$ cat config.mk
export PLATFORM = sky130hd
export DESIGN_NAME = uotg_session
export DESIGN_NICKNAME = d
export VERILOG_FILES = /design/src/shared/uotg_pkg.sv /design/src/hdl/uotg_session.sv /design/src/hdl/uotg_cmp_decode.sv /design/src/hdl/uotg_pwm.sv
export SDC_FILE = /design/constraint.sdc
export NUM_CORES = 1
export LEC_CHECK = 0
export BUFFER_PORTS_ARGS = -buffer_cell sky130_fd_sc_hd__buf_2
export CAP_MARGIN = 40
export CORE_UTILIZATION = 50
export CTS_CLUSTER_SIZE = 24
export DETAILED_ROUTE_END_ITERATION = 10
export PLACE_DENSITY = 0.77
export SYNTH_ARGS = -nofsm -noshare
export SYNTH_HDL_FRONTEND = slang
export SYNTH_SLANG_ARGS = --single-unit
$ cat constraint.sdc
create_clock -name clock -period 4.7 [get_ports clock]
set_input_delay 0 -clock clock [delete_from_list [all_inputs] [get_ports clock]]
set_output_delay 0 -clock clock [all_outputs]
set_load 0.05 [all_outputs]
$ cat src/shared/uotg_pkg.sv
package uotg_pkg;

  // ------------------------------------------------------------
  // register map (byte addresses, one word each)
  // ------------------------------------------------------------
  localparam logic [7:0] OFS_OTG_IR  = 8'h00;
  localparam logic [7:0] OFS_OTG_ST  = 8'h04;
  localparam logic [7:0] OFS_OTG_CON = 8'h08;
  localparam logic [7:0] OFS_CNFG2   = 8'h0C;
  localparam logic [7:0] OFS_USB_IR  = 8'h10;
  localparam logic [7:0] OFS_BDTP    = 8'h14;
  localparam logic [7:0] OFS_FRML    = 8'h18;
  localparam logic [7:0] OFS_FRMH    = 8'h1C;
  localparam logic [7:0] OFS_PWMRRS  = 8'h20;
  localparam logic [7:0] OFS_PWMCON  = 8'h24;

  // ------------------------------------------------------------
  // field positions
  // ------------------------------------------------------------
  localparam int BIT_SESS_END_FLAG   = 2;
  localparam int BIT_SESS_VALID_FLAG = 3;
  localparam int BIT_DP_PULLUP       = 7;
  localparam int BIT_DM_PULLUP       = 6;
  localparam int BIT_DP_PULLDN       = 5;
  localparam int BIT_DM_PULLDN       = 4;
  localparam int BIT_VBUS_ON         = 3;
  localparam int BIT_OTG_EN          = 2;
  localparam int BIT_VBUS_CHG        = 1;
  localparam int BIT_VBUS_DIS        = 0;
  localparam int BIT_CMP_SEL         = 5;
  localparam int BIT_VBUS_PULSE      = 4;
  localparam int BIT_CMP_DIS         = 1;
  localparam int BIT_RESET_FLAG      = 0;
  localparam int BIT_IDLE_FLAG       = 4;
  localparam int BIT_ATTACH_FLAG     = 6;
  localparam int BIT_ST_BUS_VALID    = 0;
  localparam int BIT_ST_SESS_END     = 2;
  localparam int BIT_ST_SESS_VALID   = 3;
  localparam int BIT_ST_FULL_SPEED   = 4;
  localparam int BIT_PWM_EN          = 15;

  // ------------------------------------------------------------
  // reset values and implemented-bit masks
  // ------------------------------------------------------------
  localparam logic [7:0]  RST_BYTE    = 8'h00;
  localparam logic [15:0] RST_HALF    = 16'h0000;
  localparam logic [7:0]  MASK_OTG_IR = 8'h0C;
  localparam logic [7:0]  MASK_USB_IR = 8'h51;
  localparam logic [7:0]  MASK_CNFG2  = 8'h32;
  localparam logic [7:0]  MASK_BDTP   = 8'hFE;
  localparam logic [15:0] MASK_PWMCON = 16'h8000;

  // ------------------------------------------------------------
  // timing
  // ------------------------------------------------------------
  localparam int CLK_MHZ    = 250;
  localparam int DETACH_NS  = 2500;
  localparam int DETACH_CYC = (DETACH_NS * CLK_MHZ + 999) / 1000;
  localparam int IDLE_MS    = 3;
  localparam int IDLE_CYC   = IDLE_MS * CLK_MHZ * 1000;
  localparam int FRAME_MS   = 1;
  localparam int FRAME_CYC  = FRAME_MS * CLK_MHZ * 1000;
  localparam int FRAME_W    = 11;

  typedef struct packed {
    logic bus_valid;
    logic sess_valid;
    logic sess_end;
  } uotg_vbus_t;

  typedef struct packed {
    logic first;
    logic second;
    logic bus_valid;
    logic sess_valid;
    logic sess_end;
  } uotg_ext_t;

endpackage

$ cat src/hdl/uotg_session.sv
`timescale 1ns/100ps
// Notes on behaviour
// - VBUS below session end sets session-end flag
// - discharge control drives VBUS discharge resistor
// - VBUS pulse control drives VBUS pulse
// - host negotiation only at full speed (full speed is only reported in the status register and gates nothing)
// - host handback, A detects 3 ms idle
// - comparator disable selects external comparator pins
// - select bit picks two or three pins
// - two-pin pattern decode of VBUS level
// - three-pin pattern decode of VBUS level
// - registers use low byte except PWM
// - page pointer 8 bits, bit 0 zero
// - frame number 11 bits over two registers
// - PWM reload: duty high byte, period low
module uotg_session #(
  parameter int IDLE_CYCLES  = uotg_pkg::IDLE_CYC,
  parameter int FRAME_CYCLES = uotg_pkg::FRAME_CYC
) (
  input  wire logic                 clock,
  input  wire logic                 rst,
  input  wire logic                 psel,
  input  wire logic                 penable,
  input  wire logic                 pwrite,
  input  wire logic [7:0]           paddr,
  input  wire logic [31:0]          pwdata,
  input  wire logic [3:0]           pstrb,
  output logic                      pready,
  output logic [31:0]               prdata,
  output logic                      pslverr,
  input  wire uotg_pkg::uotg_vbus_t int_cmp,
  input  wire logic                 comparator_state_first,
  input  wire logic                 comparator_state_second,
  input  wire logic                 ext_bus_valid_in,
  input  wire logic                 ext_session_valid_in,
  input  wire logic                 ext_session_end_in,
  input  wire logic                 dp_in,
  input  wire logic                 dm_in,
  output logic                      dplus_pullup_en,
  output logic                      dminus_pullup_en,
  output logic                      dplus_pulldown_en,
  output logic                      dminus_pulldown_en,
  output logic                      vbus_power_on,
  output logic                      otg_enable,
  output logic                      vbus_charge_en,
  output logic                      vbus_discharge_en,
  output logic                      vbus_pulse_en,
  output logic                      internal_comparator_off,
  output logic                      vbus_boost_pwm
);

  localparam int IW = $clog2(IDLE_CYCLES + 1);
  localparam int FW = $clog2(FRAME_CYCLES + 1);
  localparam int DW = $clog2(uotg_pkg::DETACH_CYC + 1);

  typedef enum logic [1:0] {
    ST_DETACHED = 2'b01,
    ST_ATTACHED = 2'b10
  } uotg_line_t;

  function automatic logic [7:0] wr_byte(
    input logic [7:0] old_v,
    input logic [7:0] new_v,
    input logic       en
  );
    return en ? new_v : old_v;
  endfunction

  // ------------------------------------------------------------
  // pin synchronisers
  // ------------------------------------------------------------
  logic [9:0]           pin_raw;
  logic [9:0]           pin_s1_ff;
  logic [9:0]           pin_s2_ff;
  uotg_pkg::uotg_vbus_t int_s;
  uotg_pkg::uotg_ext_t  ext_s;
  logic                 dp_s;
  logic                 dm_s;

  assign pin_raw = {int_cmp,
                    comparator_state_first,
                    comparator_state_second,
                    ext_bus_valid_in,
                    ext_session_valid_in,
                    ext_session_end_in,
                    dp_in,
                    dm_in};

  always_ff @(posedge clock or posedge rst) begin
    if (rst) begin
      pin_s1_ff <= 10'h000;
      pin_s2_ff <= 10'h000;
    end else begin
      pin_s1_ff <= pin_raw;
      pin_s2_ff <= pin_s1_ff;
    end
  end

  assign int_s = pin_s2_ff[9:7];
  assign ext_s = pin_s2_ff[6:2];
  assign dp_s  = pin_s2_ff[1];
  assign dm_s  = pin_s2_ff[0];

  // ------------------------------------------------------------
  // register state
  // ------------------------------------------------------------
  logic [7:0]  otg_ir_ff;
  logic [7:0]  usb_ir_ff;
  logic [7:0]  otg_con_ff;
  logic [7:0]  cnfg2_ff;
  logic [7:0]  bdtp_ff;
  logic [15:0] pwm_rld_ff;
  logic [15:0] pwmcon_ff;
  logic [31:0] prdata_ff;
  logic [7:0]  nxt_otg_ir;
  logic [7:0]  nxt_usb_ir;
  logic [7:0]  nxt_otg_con;
  logic [7:0]  nxt_cnfg2;
  logic [7:0]  nxt_bdtp;
  logic [15:0] nxt_pwm_rld;
  logic [15:0] nxt_pwmcon;

  // ------------------------------------------------------------
  // vbus level and events
  // ------------------------------------------------------------
  uotg_pkg::uotg_vbus_t vbus;
  uotg_pkg::uotg_vbus_t vbus_prev_ff;
  logic                 sess_end_evt;
  logic                 sess_valid_evt;

  uotg_cmp_decode u_decode (
    .cmp_disable (cnfg2_ff[uotg_pkg::BIT_CMP_DIS]),
    .cmp_select  (cnfg2_ff[uotg_pkg::BIT_CMP_SEL]),
    .int_cmp     (int_s),
    .ext         (ext_s),
    .vbus        (vbus)
  );

  always_ff @(posedge clock or posedge rst) begin
    if (rst) begin
      vbus_prev_ff <= 3'h0;
    end else begin
      vbus_prev_ff <= vbus;
    end
  end

  // falling below session end shows as session-end becoming true
  assign sess_end_evt   = vbus.sess_end & ~vbus_prev_ff.sess_end;
  assign sess_valid_evt = vbus.sess_valid ^ vbus_prev_ff.sess_valid;

  // ------------------------------------------------------------
  // line monitor: attach, detach, idle
  // ------------------------------------------------------------
  uotg_line_t  line_ff;
  uotg_line_t  nxt_line;
  logic [DW-1:0] se0_cnt_ff;
  logic [IW-1:0] idle_cnt_ff;
  logic [1:0]  line_prev_ff;
  logic        full_speed_ff;
  logic        se0;
  logic        se0_long;
  logic        idle_hit;
  logic        attach_evt;
  logic        detach_evt;
  logic        idle_evt;

  assign se0      = ~dp_s & ~dm_s;
  assign se0_long = se0_cnt_ff == DW'(uotg_pkg::DETACH_CYC);
  assign idle_hit = idle_cnt_ff == IW'(IDLE_CYCLES);

  always_comb begin
    nxt_line   = line_ff;
    attach_evt = 1'b0;
    detach_evt = 1'b0;
    case (line_ff)
      ST_DETACHED: begin
        if (!se0) begin
          nxt_line   = ST_ATTACHED;
          attach_evt = 1'b1;
        end
      end
      ST_ATTACHED: begin
        if (se0_long) begin
          nxt_line   = ST_DETACHED;
          detach_evt = 1'b1;
        end
      end
      default: nxt_line = ST_DETACHED;
    endcase
  end

  // flag only on reaching the count; a saturated counter stays quiet
  assign idle_evt = (idle_cnt_ff == IW'(IDLE_CYCLES - 1)) &&
                    ({dp_s, dm_s} == line_prev_ff);

  always_ff @(posedge clock or posedge rst) begin
    if (rst) begin
      line_ff       <= ST_DETACHED;
      se0_cnt_ff    <= '0;
      idle_cnt_ff   <= '0;
      line_prev_ff  <= 2'h0;
      full_speed_ff <= 1'b0;
    end else begin
      line_ff      <= nxt_line;
      line_prev_ff <= {dp_s, dm_s};
      if (!se0) begin
        se0_cnt_ff <= '0;
      end else if (!se0_long) begin
        se0_cnt_ff <= se0_cnt_ff + DW'(1);
      end
      if ({dp_s, dm_s} != line_prev_ff) begin
        idle_cnt_ff <= '0;
      end else if (!idle_hit) begin
        idle_cnt_ff <= idle_cnt_ff + IW'(1);
      end
      // j state with d+ high marks a full-speed partner
      if (attach_evt) begin
        full_speed_ff <= dp_s & ~dm_s;
      end else if (detach_evt) begin
        full_speed_ff <= 1'b0;
      end
    end
  end

  // ------------------------------------------------------------
  // frame number counter
  // ------------------------------------------------------------
  logic [FW-1:0]                tick_cnt_ff;
  logic [uotg_pkg::FRAME_W-1:0] frame_ff;
  logic                         frame_tick;

  assign frame_tick = tick_cnt_ff == FW'(FRAME_CYCLES - 1);

  always_ff @(posedge clock or posedge rst) begin
    if (rst) begin
      tick_cnt_ff <= '0;
      frame_ff    <= '0;
    end else if (frame_tick) begin
      tick_cnt_ff <= '0;
      frame_ff    <= frame_ff + uotg_pkg::FRAME_W'(1);
    end else begin
      tick_cnt_ff <= tick_cnt_ff + FW'(1);
    end
  end

  // ------------------------------------------------------------
  // apb decode
  // ------------------------------------------------------------
  logic       acc;
  logic       wr_lo;
  logic       wr_hi;
  logic       hit_otg_ir;
  logic       hit_otg_st;
  logic       hit_otg_con;
  logic       hit_cnfg2;
  logic       hit_usb_ir;
  logic       hit_bdtp;
  logic       hit_frml;
  logic       hit_frmh;
  logic       hit_pwmrrs;
  logic       hit_pwmcon;
  logic       mapped;
  logic [7:0] wbyte;
  logic [7:0] otg_ir_set;
  logic [7:0] usb_ir_set;
  logic [7:0] otg_st;
  logic [31:0] rd_mux;

  assign acc   = psel & penable;
  assign wr_lo = acc & pwrite & pstrb[0];
  assign wr_hi = acc & pwrite & pstrb[1];
  assign wbyte = pwdata[7:0];

  assign hit_otg_ir  = paddr == uotg_pkg::OFS_OTG_IR;
  assign hit_otg_st  = paddr == uotg_pkg::OFS_OTG_ST;
  assign hit_otg_con = paddr == uotg_pkg::OFS_OTG_CON;
  assign hit_cnfg2   = paddr == uotg_pkg::OFS_CNFG2;
  assign hit_usb_ir  = paddr == uotg_pkg::OFS_USB_IR;
  assign hit_bdtp    = paddr == uotg_pkg::OFS_BDTP;
  assign hit_frml    = paddr == uotg_pkg::OFS_FRML;
  assign hit_frmh    = paddr == uotg_pkg::OFS_FRMH;
  assign hit_pwmrrs  = paddr == uotg_pkg::OFS_PWMRRS;
  assign hit_pwmcon  = paddr == uotg_pkg::OFS_PWMCON;
  assign mapped = |{hit_otg_ir, hit_otg_st, hit_otg_con, hit_cnfg2, hit_usb_ir,
                    hit_bdtp, hit_frml, hit_frmh, hit_pwmrrs, hit_pwmcon};

  // zero wait states: setup latches read data, access completes
  assign pready  = 1'b1;
  assign pslverr = acc & ~mapped;
  assign prdata  = prdata_ff;

  // ------------------------------------------------------------
  // register updates
  // ------------------------------------------------------------
  always_comb begin
    otg_ir_set = 8'h00;
    otg_ir_set[uotg_pkg::BIT_SESS_END_FLAG]   = sess_end_evt;
    otg_ir_set[uotg_pkg::BIT_SESS_VALID_FLAG] = sess_valid_evt;
    usb_ir_set = 8'h00;
    usb_ir_set[uotg_pkg::BIT_RESET_FLAG]  = detach_evt;
    usb_ir_set[uotg_pkg::BIT_IDLE_FLAG]   = idle_evt;
    usb_ir_set[uotg_pkg::BIT_ATTACH_FLAG] = attach_evt;
  end

  // write-one-to-clear; a set in the same cycle survives the clear
  assign nxt_otg_ir = ((otg_ir_ff & ~wr_byte(8'h00, wbyte, wr_lo & hit_otg_ir))
                      | otg_ir_set) & uotg_pkg::MASK_OTG_IR;
  assign nxt_usb_ir = ((usb_ir_ff & ~wr_byte(8'h00, wbyte, wr_lo & hit_usb_ir))
                      | usb_ir_set) & uotg_pkg::MASK_USB_IR;

  // upper byte ignored everywhere except the two pwm registers
  assign nxt_otg_con = wr_byte(otg_con_ff, wbyte, wr_lo & hit_otg_con);
  assign nxt_cnfg2   = wr_byte(cnfg2_ff, wbyte & uotg_pkg::MASK_CNFG2,
                               wr_lo & hit_cnfg2);
  assign nxt_bdtp    = wr_byte(bdtp_ff, wbyte & uotg_pkg::MASK_BDTP,
                               wr_lo & hit_bdtp);
  assign nxt_pwm_rld = {wr_byte(pwm_rld_ff[15:8], pwdata[15:8], wr_hi & hit_pwmrrs),
                        wr_byte(pwm_rld_ff[7:0], wbyte, wr_lo & hit_pwmrrs)};
  assign nxt_pwmcon  = {wr_byte(pwmcon_ff[15:8], pwdata[15:8], wr_hi & hit_pwmcon),
                        wr_byte(pwmcon_ff[7:0], wbyte, wr_lo & hit_pwmcon)}
                       & uotg_pkg::MASK_PWMCON;

  always_ff @(posedge clock or posedge rst) begin
    if (rst) begin
      otg_ir_ff  <= uotg_pkg::RST_BYTE;
      usb_ir_ff  <= uotg_pkg::RST_BYTE;
      otg_con_ff <= uotg_pkg::RST_BYTE;
      cnfg2_ff   <= uotg_pkg::RST_BYTE;
      bdtp_ff    <= uotg_pkg::RST_BYTE;
      pwm_rld_ff <= uotg_pkg::RST_HALF;
      pwmcon_ff  <= uotg_pkg::RST_HALF;
    end else begin
      otg_ir_ff  <= nxt_otg_ir;
      usb_ir_ff  <= nxt_usb_ir;
      otg_con_ff <= nxt_otg_con;
      cnfg2_ff   <= nxt_cnfg2;
      bdtp_ff    <= nxt_bdtp;
      pwm_rld_ff <= nxt_pwm_rld;
      pwmcon_ff  <= nxt_pwmcon;
    end
  end

  // ------------------------------------------------------------
  // read mux
  // ------------------------------------------------------------
  always_comb begin
    otg_st = 8'h00;
    otg_st[uotg_pkg::BIT_ST_BUS_VALID]  = vbus.bus_valid;
    otg_st[uotg_pkg::BIT_ST_SESS_END]   = vbus.sess_end;
    otg_st[uotg_pkg::BIT_ST_SESS_VALID] = vbus.sess_valid;
    otg_st[uotg_pkg::BIT_ST_FULL_SPEED] = full_speed_ff;
    rd_mux = 32'h0000_0000;
    case (1'b1)
      hit_otg_ir:  rd_mux[7:0]  = otg_ir_ff;
      hit_otg_st:  rd_mux[7:0]  = otg_st;
      hit_otg_con: rd_mux[7:0]  = otg_con_ff;
      hit_cnfg2:   rd_mux[7:0]  = cnfg2_ff;
      hit_usb_ir:  rd_mux[7:0]  = usb_ir_ff;
      hit_bdtp:    rd_mux[7:0]  = bdtp_ff;
      hit_frml:    rd_mux[7:0]  = frame_ff[7:0];
      hit_frmh:    rd_mux[2:0]  = frame_ff[10:8];
      hit_pwmrrs:  rd_mux[15:0] = pwm_rld_ff;
      hit_pwmcon:  rd_mux[15:0] = pwmcon_ff;
      default:     rd_mux       = 32'h0000_0000;
    endcase
  end

  always_ff @(posedge clock or posedge rst) begin
    if (rst) begin
      prdata_ff <= 32'h0000_0000;
    end else if (psel && !penable && !pwrite) begin
      prdata_ff <= rd_mux;
    end
  end

  // ------------------------------------------------------------
  // pad controls
  // ------------------------------------------------------------
  assign dplus_pullup_en    = otg_con_ff[uotg_pkg::BIT_DP_PULLUP];
  assign dminus_pullup_en   = otg_con_ff[uotg_pkg::BIT_DM_PULLUP];
  assign dplus_pulldown_en  = otg_con_ff[uotg_pkg::BIT_DP_PULLDN];
  assign dminus_pulldown_en = otg_con_ff[uotg_pkg::BIT_DM_PULLDN];
  assign vbus_power_on      = otg_con_ff[uotg_pkg::BIT_VBUS_ON];
  assign otg_enable         = otg_con_ff[uotg_pkg::BIT_OTG_EN];
  assign vbus_charge_en     = otg_con_ff[uotg_pkg::BIT_VBUS_CHG];
  assign vbus_discharge_en  = otg_con_ff[uotg_pkg::BIT_VBUS_DIS];
  assign vbus_pulse_en      = cnfg2_ff[uotg_pkg::BIT_VBUS_PULSE];
  assign internal_comparator_off = cnfg2_ff[uotg_pkg::BIT_CMP_DIS];

  uotg_pwm #(
    .W (8)
  ) u_pwm (
    .clock   (clock),
    .rst     (rst),
    .enable  (pwmcon_ff[uotg_pkg::BIT_PWM_EN]),
    .reload  (pwm_rld_ff),
    .pwm_out (vbus_boost_pwm)
  );

endmodule // uotg_session

$ cat src/hdl/uotg_cmp_decode.sv
`timescale 1ns/100ps
module uotg_cmp_decode (
  input  wire logic                 cmp_disable,
  input  wire logic                 cmp_select,
  input  wire uotg_pkg::uotg_vbus_t int_cmp,
  input  wire uotg_pkg::uotg_ext_t  ext,
  output uotg_pkg::uotg_vbus_t      vbus
);

  uotg_pkg::uotg_vbus_t two_pin;
  uotg_pkg::uotg_vbus_t three_pin;
  uotg_pkg::uotg_vbus_t ext_sel;

  // 00 below end, 10 between, 01 session valid, 11 bus valid
  assign two_pin.sess_end   = ~ext.first & ~ext.second;
  assign two_pin.sess_valid = ext.second;
  assign two_pin.bus_valid  = ext.first & ext.second;

  // pins already carry level meaning: 001, 000, 010, 110
  assign three_pin.sess_end   = ext.sess_end;
  assign three_pin.sess_valid = ext.sess_valid;
  assign three_pin.bus_valid  = ext.bus_valid;

  assign ext_sel = cmp_select ? three_pin : two_pin;
  assign vbus    = cmp_disable ? ext_sel : int_cmp;

endmodule // uotg_cmp_decode

$ cat src/hdl/uotg_pwm.sv
`timescale 1ns/100ps
module uotg_pwm #(
  parameter int W = 8
) (
  input  wire logic           clock,
  input  wire logic           rst,
  input  wire logic           enable,
  input  wire logic [2*W-1:0] reload,
  output logic                pwm_out
);

  logic [W-1:0] cnt_ff;
  logic [W-1:0] duty_ff;
  logic [W-1:0] per_ff;
  logic         out_ff;
  logic         wrap;

  assign wrap    = cnt_ff >= per_ff;
  assign pwm_out = out_ff;

  // new reload only at period end or while disabled, so a write never makes a runt pulse
  always_ff @(posedge clock or posedge rst) begin
    if (rst) begin
      cnt_ff  <= '0;
      duty_ff <= '0;
      per_ff  <= '0;
      out_ff  <= 1'b0;
    end else begin
      cnt_ff <= (wrap || !enable) ? '0 : cnt_ff + W'(1);
      if (wrap || !enable) begin
        duty_ff <= reload[2*W-1:W];
        per_ff  <= reload[W-1:0];
      end
      out_ff <= enable && (cnt_ff < duty_ff);
    end
  end

endmodule // uotg_pwm

==> results by stage <==
Drt:
- The wire length the detailed router placed on met1 is 8500 um.
- The wire length on met3 is 916 um.
- The detailed-routing iteration count for the pre-antenna-repair pass is 5.
- For this block, the routed nets add up to 18900 um of wire.
- The final antenna-violating net count is 0.
- The total via count in the routed design is 6347.
- The detailed router finished its first iteration with 421 violations.
- The met2 wire length is 9160 um.
- Routed signal wires occupy layers up through met4.
- After detailed routing, the number of vias per cell comes to 5.64.
- In the routed design, unresolved DRC markers number 0.
- The post-detailed-route wirelength per cell is 16.8 um.

Floorplanning:
- For this configuration, the core starts out at a cell density of 51.7%.
- In this run the vertical extent of the chip is 131 um.
- The die covers 17100 um^2.
- The die is 131 um wide.
- After floorplanning, the core was divided into 46 placement rows.
- After floorplanning, the core was sized to cover 16100 um^2.
- For this design the top-level I/O count stands at 104.

Worst setup path:
- The data arrival time of the critical path is 2990 ps.
- Data on the critical path is required at its endpoint by 4980 ps.
- The biggest fanout along the worst timing path is 17.
- Across all register-to-register paths, the minimum setup slack is 1990 ps.
- The startpoint identified for the worst register-to-register timing path is u_pwm.cnt_ff[5].
- The number of cell instances on the worst register-to-register path is 6.
- The critical path is of the flip-flop to flip-flop type.
- The endpoint of the worst register-to-register path is u_pwm.per_ff[2].
- The launching element type of the critical path is a flip-flop.
- The sort of element at the end of the critical path is a flip-flop.

Logic synthesis:
- In the synthesized netlist the dominant register cell turns out to be sky130_fd_sc_hd__dfrtp_1.
- The cell area that synthesis handed to floorplanning was 8300 um^2.
- The synthesized area per cell is 10.2 um^2.
- Synthesis produced a netlist whose cell count is 811.
- Yosys printed 0 warnings.
- The number of synthesized flops with an enable pin is 0.
- The number of synthesized register bits is 167.
- For this run, asynchronously set or reset flops after synthesis account for 100%.
- The sequential area share after synthesis is 50.4%.
- The netlist uses 62 different library cells.

Cells and area:
- The multi-input logic area is 3780 um^2.
- The net total in the final layout is 978.
- The fraction of final layout cells sized beyond drive strength 1 is 17.1%.
- Registers take 4180 um^2.
- The filler cells instantiated in the layout total 1348.
- The antenna diode instance count is 0.
- The layout-stage area growth over the synthesis result is 15.4%.

Clock network:
- The clock latency on the worst-skew pair is 440 ps.
- CTS saw 167 sinks.
- The number of hold buffers added after CTS is 28.
- The total number of H-tree levels is 4.
- The maximum buffer depth of the clock tree is 2.
- The number of CTS-inserted buffers is 17.
- The post-CTS setup repair buffer count is 0.
- The root buffer cell chosen for the clock tree is sky130_fd_sc_hd__clkbuf_16.
- Clock-pin slew was measured on the worst setup and hold paths at 70 ps.
- Once the clock tree was built, the resizer swapped 0 gates to a different size.
- The CTS tree is built.

Placed design:
- Once detailed placement completed, the half-perimeter wirelength came to 12600 um.
- The count of buffers added on input and output ports is 68.
- The routability-driven placement congestion ratio is 0.860.
- Timing analysis after detailed placement gives a worst setup slack of 2040 ps.

Timing:
- The slew at the pin closest to its max-slew limit is 832 ps.
- Setup repair after global routing left no endpoint under its margin.
- The final count of pins violating max slew is 0.
- The final critical path takes up 57.7% of the cycle.
- Setup violations remaining at the end of the flow were counted as 0.
- The number of hold violations in the final report came to 0.
- Adding up every negative setup slack in the final design gives 0 ps.
- In this run the tightest slew margin relative to its limit is 44.4%.
- The slack of the critical path is 1990 ps.
- The upper clock frequency limit is 369 MHz.
- Across the routed clock network, the largest skew measured is 12.3 ps.
- The final critical path time including I/O delays and setup is 2710 ps.

Min path:
- The worst hold path was traced through 5 stages.
- The beginning of the worst hold path is paddr[7].
- The type of the most critical hold path is input pin to flip-flop.
- The path with the worst hold slack has its endpoint at otg_ir_ff[3].

Global route:
- The first global-routing pass estimated 31300 um of wire.
- The initial antenna violation count was 0.
- Global routing consumed, over all layers together, 23.8% of the routing resources.
- Entering global routing, the biggest net connects 62 pins.
- The total grt overflow is 0.
- The via count of the first global-routing pass is 6216.

Power and ir drop:
- The total power per unit cell area is 317 nW/um^2.
- In this run the static leakage power is 4.30 nW.
- Across the VDD grid, the largest voltage drop is 295 uV.
- The overall power is 0.00304 W.

Run status:
- The flow ran to the end, and the final reports show no timing, DRC or antenna violations.

Flow run:
- The max-capacitance violation count is 0.
## metal layers
metal  global-route usage [%]  vias up
met3                     5.13       28
met2                     38.9      179
li1                         -     3036
met5                        0        -
met4                     7.64        0
met1                     31.7     3104
## worst max-delay path by stage
stage                               start                to  slack (ps)
after floorplan                       rst        bdtp_ff[1]         180
after global placement    u_pwm.cnt_ff[5]   u_pwm.per_ff[2]        2130
after detailed placement  u_pwm.cnt_ff[5]  u_pwm.duty_ff[6]        2040
after CTS                 u_pwm.cnt_ff[5]   u_pwm.per_ff[2]        2040
after global routing      u_pwm.cnt_ff[5]   u_pwm.per_ff[0]        1810
final                     u_pwm.cnt_ff[5]   u_pwm.per_ff[2]        1990
## placed cells by master, fill, tap and decap left out, types with 28 or more instances in the layout
master                          Yosys  layout
sky130_fd_sc_hd__mux2_2            37      37
sky130_fd_sc_hd__dfrtp_1          166     166
sky130_fd_sc_hd__buf_2              6      68
sky130_fd_sc_hd__and3_1            31      31
sky130_fd_sc_hd__a21oi_1           44      44
sky130_fd_sc_hd__nor2_1            47      47
sky130_fd_sc_hd__inv_1             33      32
sky130_fd_sc_hd__dlygate4sd3_1      0      28
sky130_fd_sc_hd__nand3_1           30      30
sky130_fd_sc_hd__o21ai_0           37      37
sky130_fd_sc_hd__xnor2_1           32      32
sky130_fd_sc_hd__nand2_1           69      69
## stage by stage
step                utilization, %  instance area, um^2  hold WS, ps  cells
floorplan                        -                 8350         31.4    826
global placement              54.4                 8740          105   1065
detailed placement            54.4                 8740          108   1065
CTS                           59.6                 9570         42.6   1125
global route                  59.6                 9570         71.1   1126
finish                        59.6                 9570         59.6   1126
## synthesized netlist by cell type, types with 3 or more instances
library cell	instances	area (um^2)
sky130_fd_sc_hd__a221o_1	3	30.0
sky130_fd_sc_hd__nor2_1	47	176
sky130_fd_sc_hd__a22o_1	12	105
sky130_fd_sc_hd__nor4b_1	5	43.8
sky130_fd_sc_hd__and2_1	7	43.8
sky130_fd_sc_hd__buf_4	20	150
sky130_fd_sc_hd__ha_1	22	275
sky130_fd_sc_hd__nand3_1	30	150
sky130_fd_sc_hd__or2_2	3	18.8
sky130_fd_sc_hd__xor2_1	22	193
sky130_fd_sc_hd__nand4_1	21	131
sky130_fd_sc_hd__buf_2	6	30.0
sky130_fd_sc_hd__a21oi_1	44	220
sky130_fd_sc_hd__nand2b_1	7	43.8
sky130_fd_sc_hd__xnor2_1	32	280
sky130_fd_sc_hd__a31oi_1	3	18.8
sky130_fd_sc_hd__inv_1	33	124
sky130_fd_sc_hd__and4_1	7	61.3
sky130_fd_sc_hd__or3_1	8	50.1
sky130_fd_sc_hd__mux2i_1	5	50.1
sky130_fd_sc_hd__clkbuf_1	24	90.1
sky130_fd_sc_hd__a22oi_1	4	30.0
sky130_fd_sc_hd__mux2_2	37	417
sky130_fd_sc_hd__a21o_1	6	45.0
sky130_fd_sc_hd__a211oi_1	4	30.0
sky130_fd_sc_hd__o21ai_0	37	185
sky130_fd_sc_hd__and3_1	31	194
sky130_fd_sc_hd__dfrtp_1	166	4150
sky130_fd_sc_hd__nor3_1	21	105
sky130_fd_sc_hd__nor4_1	5	31.3
sky130_fd_sc_hd__nor3b_1	6	45.0
sky130_fd_sc_hd__nand2_1	69	259
sky130_fd_sc_hd__nor2b_1	10	62.6
sky130_fd_sc_hd__o211ai_1	17	128
## layout make-up
cell class | count | area share (%)
Timing Repair Buffer | 102 | 6.93
Sequential cell | 167 | 43.7
Multi-Input combinational cell | 576 | 39.5
Clock inverter | 13 | 1.16
Tap cell | 216 | 2.82
Clock buffer | 19 | 4.52
Inverter | 33 | 1.35
## sequential cells by signal (all words and copies together) (netlist names), 3 cells and up
signal,count
u_pwm.per_ff,8
frame_ff,11
pwm_rld_ff,16
tick_cnt_ff,18
prdata,16
pin_s1_ff,10
cnfg2_ff,3
otg_con_ff,8
pin_s2_ff,10
u_pwm.cnt_ff,8
idle_cnt_ff,20
u_pwm.duty_ff,8
se0_cnt_ff,10
usb_ir_ff,3
bdtp_ff,7
## cell families after synthesis
kind of cell / Yosys count / synth area share [%]
AO/OA/AOI/OAI: 154 / 11.9
adder cells (fa/ha/maj): 22 / 3.32
other: 2 / 0.0905
buffers and inverters: 83 / 4.75
multiplexers: 42 / 5.63
flip-flops: 167 / 50.4
XOR/XNOR: 54 / 5.70
AND/OR/NAND/NOR: 287 / 18.3
## critical path: stages (launching register included)
cell and delay [ps]:
sky130_fd_sc_hd__dfrtp_1 440, sky130_fd_sc_hd__ha_1 350, sky130_fd_sc_hd__a211oi_1 280, sky130_fd_sc_hd__nand2_1 390
sky130_fd_sc_hd__a31oi_1 340, sky130_fd_sc_hd__o21a_1 560, sky130_fd_sc_hd__o311ai_0 200
## power by group
part	total, W	leakage (nW)	internal [W]	switching (W)
sequential	0.00150	2.23	0.00147	0.0000227
combinational	0.000223	1.80	0.0000702	0.000152
clock	0.00132	0.265	0.000693	0.000624
Note: power is estimated with default switching activity, not from simulation.
